## src/include/dtm_pkg.sv

```systemverilog
package dtm_pkg;

  // Register offsets
  localparam logic [6:0] DTM_TEMP_ADDR    = 7'h06;
  localparam logic [6:0] DTM_SUPPRESS_ADDR = 7'h07;
  localparam logic [6:0] DTM_OFFA_ADDR    = 7'h08;
  localparam logic [6:0] DTM_OFFB_ADDR    = 7'h09;

  // Reset values
  localparam logic [15:0] DTM_SUPPRESS_RST = 16'hffff;
  localparam logic [12:0] DTM_OFF_RST      = 13'h0000;
  localparam logic [2:0]  DTM_FIFO_OFF_RST = 3'h4;
  localparam logic [15:0] DTM_MIDSCALE     = 16'h8000;
  localparam logic [15:0] DTM_WORD_RST     = 16'h0000;

  // Field layout
  localparam int DTM_TEMP_LSB  = 8;
  localparam int DTM_OFF_W     = 13;
  localparam int DTM_FOFF_LSB  = 13;

  // Writable bits of the suppression register (14, 6, 0 unused)
  localparam logic [15:0] DTM_SUPPRESS_USED = 16'hbfbe;

  // Serial clock constraint for the temperature read, in ns
  localparam int DTM_TEMP_SCLK_MIN_NS = 1000;
  localparam int DTM_CLK_NS           = 8;
  localparam int DTM_TEMP_SCLK_CYC    =
    (DTM_TEMP_SCLK_MIN_NS + DTM_CLK_NS - 1) / DTM_CLK_NS;

  // Register write request
  typedef struct packed {
    logic        wr;
    logic [6:0]  addr;
    logic [15:0] data;
  } dtm_wreq_type;

  // Alarm sources in suppression bit order
  typedef struct packed {
    logic zero_wptr;
    logic unused14;
    logic collision;
    logic pointer_one_apart_alarm;
    logic pointer_two_apart_alarm;
    logic conv_clk_gone;
    logic in_clk_gone;
    logic output_forced;
    logic pattern_mismatch;
    logic unused6;
    logic pll_unlock;
    logic parity_a;
    logic parity_b;
    logic parity_c;
    logic parity_d;
    logic unused0;
  } dtm_alarm_type;

endpackage

```

## src/hw/dtm_regs.sv

```systemverilog
`timescale 1ns/1ps
// Summary of operation
// Temperature sensor result sits in bits 15:8, signed degrees Celsius.
// Host reads temperature with serial clock period of at least 1 us.
// Temperature register is read-only, no reset value, writes ignored.
// Sixteen suppression bits, 1 masks an alarm, all set after reset.
// Bit-to-alarm map fixed; bits 14, 6 and 0 unused.
// Channel A offset is 13 bits in 12:0, LSB units, reset zero.
// With auto-sync enabled, a channel A offset write raises a sync.
// Sync loads channel A and B offsets into correction in one cycle.
// Host writes channel B offset first, channel A offset last.
// Channel B offset write alone leaves the applied offset unchanged.
// Channel B offset in bits 12:0 of the next register, LSB units.
// Output-forced alarm high drives midscale on every channel output.
// Reserved bits read zero; writes to them have no effect. Unused suppression bits 14, 6 and 0 read 1 from reset until the first write.
module dtm_regs
(
  input  wire logic                   clock,
  input  wire logic                   rst_b,
  input  wire dtm_pkg::dtm_wreq_type  wreq,
  input  wire logic [6:0]             rd_addr,
  input  wire logic [7:0]             temp_sensor,
  input  wire logic                   auto_sync_en,
  input  wire dtm_pkg::dtm_alarm_type alarm_raw,
  output logic [15:0]                 rd_data,
  output logic [15:0]                 alarm_active,
  output logic                        output_forced,
  output logic [12:0]                 chan_a_offset_value,
  output logic [12:0]                 chan_b_offset_value,
  output logic                        offset_sync,
  output logic [2:0]                  fifo_offset
);
  import dtm_pkg::*;

  // Temperature capture: two synchroniser stages, a third stage to
  // compare against, and the sample that the host reads back
  logic [7:0]  temp_s1_r;
  logic [7:0]  temp_s2_r;
  logic [7:0]  temp_s3_r;
  logic [7:0]  temp_r;
  logic [7:0]  temp_nxt;

  // Host-visible configuration: suppression mask and staged offsets
  logic [15:0] suppress_r;
  logic [15:0] suppress_nxt;
  logic [12:0] off_a_r;
  logic [12:0] off_a_nxt;
  logic [12:0] off_b_r;
  logic [12:0] off_b_nxt;
  logic [2:0]  foff_r;
  logic [2:0]  foff_nxt;
  logic        sync_r;
  logic        sync_nxt;

  // Offsets as applied by the correction logic
  logic [12:0] app_a_r;
  logic [12:0] app_a_nxt;
  logic [12:0] app_b_r;
  logic [12:0] app_b_nxt;

  // Registered read data and gated alarm flags
  logic [15:0] rd_r;
  logic [15:0] rd_nxt;
  logic [15:0] act_r;
  logic [15:0] act_nxt;
  logic        force_r;
  logic        force_nxt;

  // Raw alarms as a flat word in suppression bit order
  logic [15:0] raw;

  // True when this cycle carries a write to the given register
  function automatic logic hit(input dtm_wreq_type q,
                               input logic [6:0]   a);
    hit = q.wr && (q.addr == a);
  endfunction

  // Offset field of a written word; both offset registers share it
  function automatic logic [12:0] offset_field(input logic [15:0] d);
    offset_field = d[DTM_OFF_W-1:0];
  endfunction

  assign raw = alarm_raw;

  // The sensor word is not gray coded, so a synchronised code is taken
  // only once it has stood still for a cycle; a half-changed word would
  // otherwise read back as a wild temperature
  always_comb
  begin
    temp_nxt = temp_r;
    if (temp_s2_r == temp_s3_r)
      temp_nxt = temp_s2_r;
  end

  // No reset here: the readout has no defined value until the sensor
  // word has passed the stages, a few cycles after power-up
  always_ff @(posedge clock)
  begin
    temp_s1_r <= temp_sensor;
    temp_s2_r <= temp_s1_r;
    temp_s3_r <= temp_s2_r;
    temp_r    <= temp_nxt;
  end

  // Register writes; the temperature address is not decoded here, so
  // it stays read-only and a write to it is dropped
  // Unused suppression bits and offset-A upper bits never store
  always_comb
  begin
    suppress_nxt = suppress_r;
    off_a_nxt    = off_a_r;
    off_b_nxt    = off_b_r;
    foff_nxt     = foff_r;
    sync_nxt     = 1'b0;
    if (hit(wreq, DTM_SUPPRESS_ADDR))
      suppress_nxt = wreq.data & DTM_SUPPRESS_USED;
    if (hit(wreq, DTM_OFFA_ADDR))
    begin
      off_a_nxt = offset_field(wreq.data);
      sync_nxt  = auto_sync_en;
    end
    if (hit(wreq, DTM_OFFB_ADDR))
    begin
      off_b_nxt = offset_field(wreq.data);
      foff_nxt  = wreq.data[15:DTM_FOFF_LSB];
    end
  end

  // Configuration registers
  always_ff @(posedge clock or negedge rst_b)
  begin
    if (!rst_b)
    begin
      suppress_r <= DTM_SUPPRESS_RST;
      off_a_r    <= DTM_OFF_RST;
      off_b_r    <= DTM_OFF_RST;
      foff_r     <= DTM_FIFO_OFF_RST;
      sync_r     <= 1'b0;
    end
    else
    begin
      suppress_r <= suppress_nxt;
      off_a_r    <= off_a_nxt;
      off_b_r    <= off_b_nxt;
      foff_r     <= foff_nxt;
      sync_r     <= sync_nxt;
    end
  end

  // The load runs one cycle after the A write, from the registers
  // rather than the bus, so A and B switch on the same edge
  // Limitation: a B write in the same cycle as the load lands only on
  // the next load; the host must finish B before writing A
  always_comb
  begin
    app_a_nxt = app_a_r;
    app_b_nxt = app_b_r;
    if (sync_r)
    begin
      app_a_nxt = off_a_r;
      app_b_nxt = off_b_r;
    end
  end

  // Applied offsets; reset to zero correction on both channels
  always_ff @(posedge clock or negedge rst_b)
  begin
    if (!rst_b)
    begin
      app_a_r <= DTM_OFF_RST;
      app_b_r <= DTM_OFF_RST;
    end
    else
    begin
      app_a_r <= app_a_nxt;
      app_b_r <= app_b_nxt;
    end
  end

  // Read mux and alarm gating, both registered so every output leaves
  // a flop; the price is one cycle of read latency
  always_comb
  begin
    case (rd_addr)
      DTM_TEMP_ADDR:     rd_nxt = {temp_r, 8'h00};
      DTM_SUPPRESS_ADDR: rd_nxt = suppress_r;
      DTM_OFFA_ADDR:     rd_nxt = {3'h0, off_a_r};
      DTM_OFFB_ADDR:     rd_nxt = {foff_r, off_b_r};
      default:           rd_nxt = DTM_WORD_RST;
    endcase
    act_nxt   = raw & ~suppress_r & DTM_SUPPRESS_USED;
    force_nxt = alarm_raw.output_forced;
  end

  // Read and alarm registers
  always_ff @(posedge clock or negedge rst_b)
  begin
    if (!rst_b)
    begin
      rd_r    <= DTM_WORD_RST;
      act_r   <= DTM_WORD_RST;
      force_r <= 1'b0;
    end
    else
    begin
      rd_r    <= rd_nxt;
      act_r   <= act_nxt;
      force_r <= force_nxt;
    end
  end

  // Outputs straight from the flops; the datapath drives midscale on
  // every converter channel while output_forced is high, and it is not
  // masked, since suppressing it must not release a forced output
  assign rd_data             = rd_r;
  assign alarm_active        = act_r;
  assign output_forced       = force_r;
  assign chan_a_offset_value = app_a_r;
  assign chan_b_offset_value = app_b_r;
  assign offset_sync         = sync_r;
  assign fifo_offset         = foff_r;
endmodule

```

## config.mk

```make
export PLATFORM = sky130hd
export DESIGN_NAME = dtm_regs
export DESIGN_NICKNAME = d
export VERILOG_FILES = /design/src/include/dtm_pkg.sv /design/src/hw/dtm_regs.sv
export SDC_FILE = /design/constraint.sdc
export NUM_CORES = 1
export LEC_CHECK = 0
export BUFFER_PORTS_ARGS = -buffer_cell sky130_fd_sc_hd__buf_2
export CAP_MARGIN = 40
export CORE_ASPECT_RATIO = 1.25
export CORE_MARGIN = 10
export CORE_UTILIZATION = 45
export CTS_CLUSTER_SIZE = 30
export DETAILED_ROUTE_END_ITERATION = 16
export PLACE_DENSITY = 0.69
export SLEW_MARGIN = 20
export SYNTH_ARGS = -nofsm -noshare
export SYNTH_HDL_FRONTEND = slang
export SYNTH_SLANG_ARGS = --single-unit
export TNS_END_PERCENT = 5
```

## constraint.sdc

```tcl
create_clock -name clock -period 1.8 [get_ports clock]
set_input_delay 0.54 -clock clock [delete_from_list [all_inputs] [get_ports clock]]
set_output_delay 0.54 -clock clock [all_outputs]
set_load 0.02 [all_outputs]
```

==> metrics.md <==
| Metric | Value |
|---|---|
| Max Freq | about 0.53 GHz |
| Initial antenna violation count | 0 |
| First-pass GRT wire length | around 17 mm |
| R2R cell count | 4 |
| Final Max Tran Viols | 0 |
| Global-route congestion overflow total | 0 |
| Most common cell after layout, fill and taps aside | buf_2 |
| Starting Density | 0.458 |
| Clock buffer depth | 2 |
| Post-synth ARST share | 0.758 |
| Area Overhead vs Synth | 30.8% |
| Power per cell area | approximately 1100 nW/um2 |
| Yosys reg bits | 132 |
| CP Max Fanout | 7 |
| Die Height | between 100 and 150 um |
| Setup violators final | 16 |
| Total power | slightly above 7000 uW |
| Clk sink count | 132 |
| Period minus WS final | roughly 1900 ps |
| Largest net degree at the start of global routing | 44 |
| Die ar. | approximately 15000 um2 |
| Post-CTS Setup Repair Bufs | 0 |
| Routed len/inst | around 18 um |
| Post-synth top area share | 0.440 |
| Top Ports | ~120 |
| Routed WL | 10.7 mm |
| Fillers | between 800 and 900 |
| Clk slew on worst S/H paths | around 60 ps |
| Dominant cell type by area after synthesis | dfrtp_1 |
| H-tree depth | 4 |
| Clk_lat worst skew | just over 400 ps |
| VDD IR max | around 0.0007 V |
| Via Count | around 3000 |
| Layout net count | 511 |
| # rows | 42 |
| # port buffers | 114 |
| Run status | finished with violations |
| Worst Path Arrival | between 2000 and 2500 ps |
| Vias in the first global route | 3227 |
| DR vias/cell | 4.98 |
| Syn avg cell area | 15.3 um2 |
| Endpoint type of the worst setup path | register |
| Post-DRT Antenna Nets | 0 |
| Core area | about 11000 um2 |
| Mapped cell area | 4840 um2 |
| Max-cap violations | 0 |
| Failing checks | setup timing |
| Yosys cell types | 31 |
| Placer Congestion | about 0.76 |
| Hold/Removal Path Class | primary input to asynchronous set/reset pin |
| Final setup TNS | -1220 ps |
| Hold Buf Count CTS | 0 |
| Critical Path RT | 2100 ps |
| CTS tree | built |
| Post-route DRC | 0 |
| Die W | around 110 um |
| Fin crit share | 1.05 |
| Startpoint types | primary input |
| Worst reg2reg path endpoint | temp_r[7] |
| Top_reg_cell synth | dfrtp_1 |
| Initial drt markers | around 120 |
| Slack of the worst reg-to-reg path | 600 ps |
| PnR worst setup slack | -90.2 ps |
| Root Buffer | clkbuf_16 |
| Cts bufs inserted | 17 |
| Synth top area cells | dfrtp_1 44%, mux2_2 13%, dfxtp_1 9.9% |
| Yosys warnings | 0 |
| Number of synthesized flops with an enable pin | 8 |
| Diode count | 0 |
| Final Skew | about 6.5 ps |
| CP Launch Point | wreq[21] |
| Setup CP Type | primary input to register |
| Total Routing Usage GR | 0.143 |
| Lkg Pwr | about 0.0031 uW |
| DR pass1 iterations | 4 |
| Commonest non-fill, non-tap cells in the layout | 113 x buf_2, 85 x dfrtp_1, 58 x mux2_2 |
| R2R Path Start | temp_s2_r[0] |
| RSZ-0062 raised after global routing | yes |
| Cell count after synthesis | 316 |
| Final Hold Vio Count | 0 |
| Register area share after synthesis | 0.670 |
| DP HPWL | roughly 7.8 mm |
| Hold Slack | ~55 ps |
| Layout cells sized above 1 | 0.569 |
==> cell usage after synthesis, types with 2 or more instances <==
cell and instances:
edfxtp_1 8, dfxtp_1 24, o22ai_1 5, mux2_4 10, nand2b_1 12, mux2_2 58
mux2i_1 10, clkbuf_1 7, nor2_1 4, nor2b_1 14, nand4_1 2, xnor2_1 8
dfstp_2 15, buf_1 3, a211oi_1 11, or2_2 2, nand2_1 11, dfrtp_1 85
buf_6 2, buf_4 3, a31o_2 11, buf_2 2
==> flip-flops by register name, indices dropped and copies added, names as in the netlist, 8 cells and up <==
name                 count
rd_data                 16
suppress_r              14
alarm_active            13
chan_a_offset_value     13
chan_b_offset_value     13
off_a_r                 13
off_b_r                 13
temp_r                   8
temp_s1_r                8
temp_s2_r                8
temp_s3_r                8
==> critical path, stage by stage <==
cell and delay (ps):
buf_2 100, or4b_4 530, or4b_4 550, buf_6 170, mux2_4 300
==> logic make-up after synthesis <==
kind of cell	after synthesis	share of synthesized area
simple gates	53	0.0657
flops	132	0.670
mux	78	0.187
buf+inv	17	0.0191
other cells	1	0.000775
compound gates	27	0.0434
xor+xnor	8	0.0145
==> through the flow <==
| stage | cells | instance area (um2) | utilization | setup slack [ps] |
|---|---|---|---|---|
| final | 598 | 6330 | 0.599 | -90.2 |
| after global routing | 598 | 6330 | 0.599 | -98.3 |
| after CTS | 598 | 6330 | 0.599 | -78.6 |
| after detailed placement | 566 | 5710 | 0.541 | -558 |
| after global placement | 566 | 5710 | 0.541 | -562 |
| after floorplan | 318 | 4850 | - | -501 |
==> metal layers <==
layer | track usage | wire length [um] | part of all wire
met1 | 0.143 | 4000 | 0.37
met4 | 0.0629 | 199 | 0.019
met3 | 0.0604 | 672 | 0.063
met5 | 0 | 0 | 0
met2 | 0.252 | 5850 | 0.55
==> worst max-delay path by stage <==
stage | end | depth (start not counted) | slack (ps)
2_1_floorplan | off_b_r[10] | 5 | -500
3_3_place_gp | off_b_r[10] | 5 | -560
3_5_place_dp | off_b_r[10] | 5 | -560
4_1_cts | off_b_r[5] | 5 | -80
5_1_grt | off_b_r[2] | 5 | -100
6_report | off_b_r[5] | 5 | -90
==> power by group <==
part / internal (uW) / total (uW) / switching, uW
Sequential: 3140 / 3230 / 84.3
Combinational: 208 / 423 / 215
Clock: 2170 / 3410 / 1240
==> final cells by class <==
cell class | instances | area (um2) | area share
clock buffers | 24 | 557 | 0.0880
multi-input cells | 169 | 1530 | 0.241
clock inverters | 8 | 52.6 | 0.00830
repair buffers | 133 | 786 | 0.124
well taps | 132 | 165 | 0.0261
flip-flops and latches | 132 | 3240 | 0.512
==> repair_timing <==
item                       in CTS  in global routing
pin swaps                       1                  0
resized for setup               3                  0
setup endpoints to repair      29                 16
No activity file was read; power rests on OpenSTA's default activity.
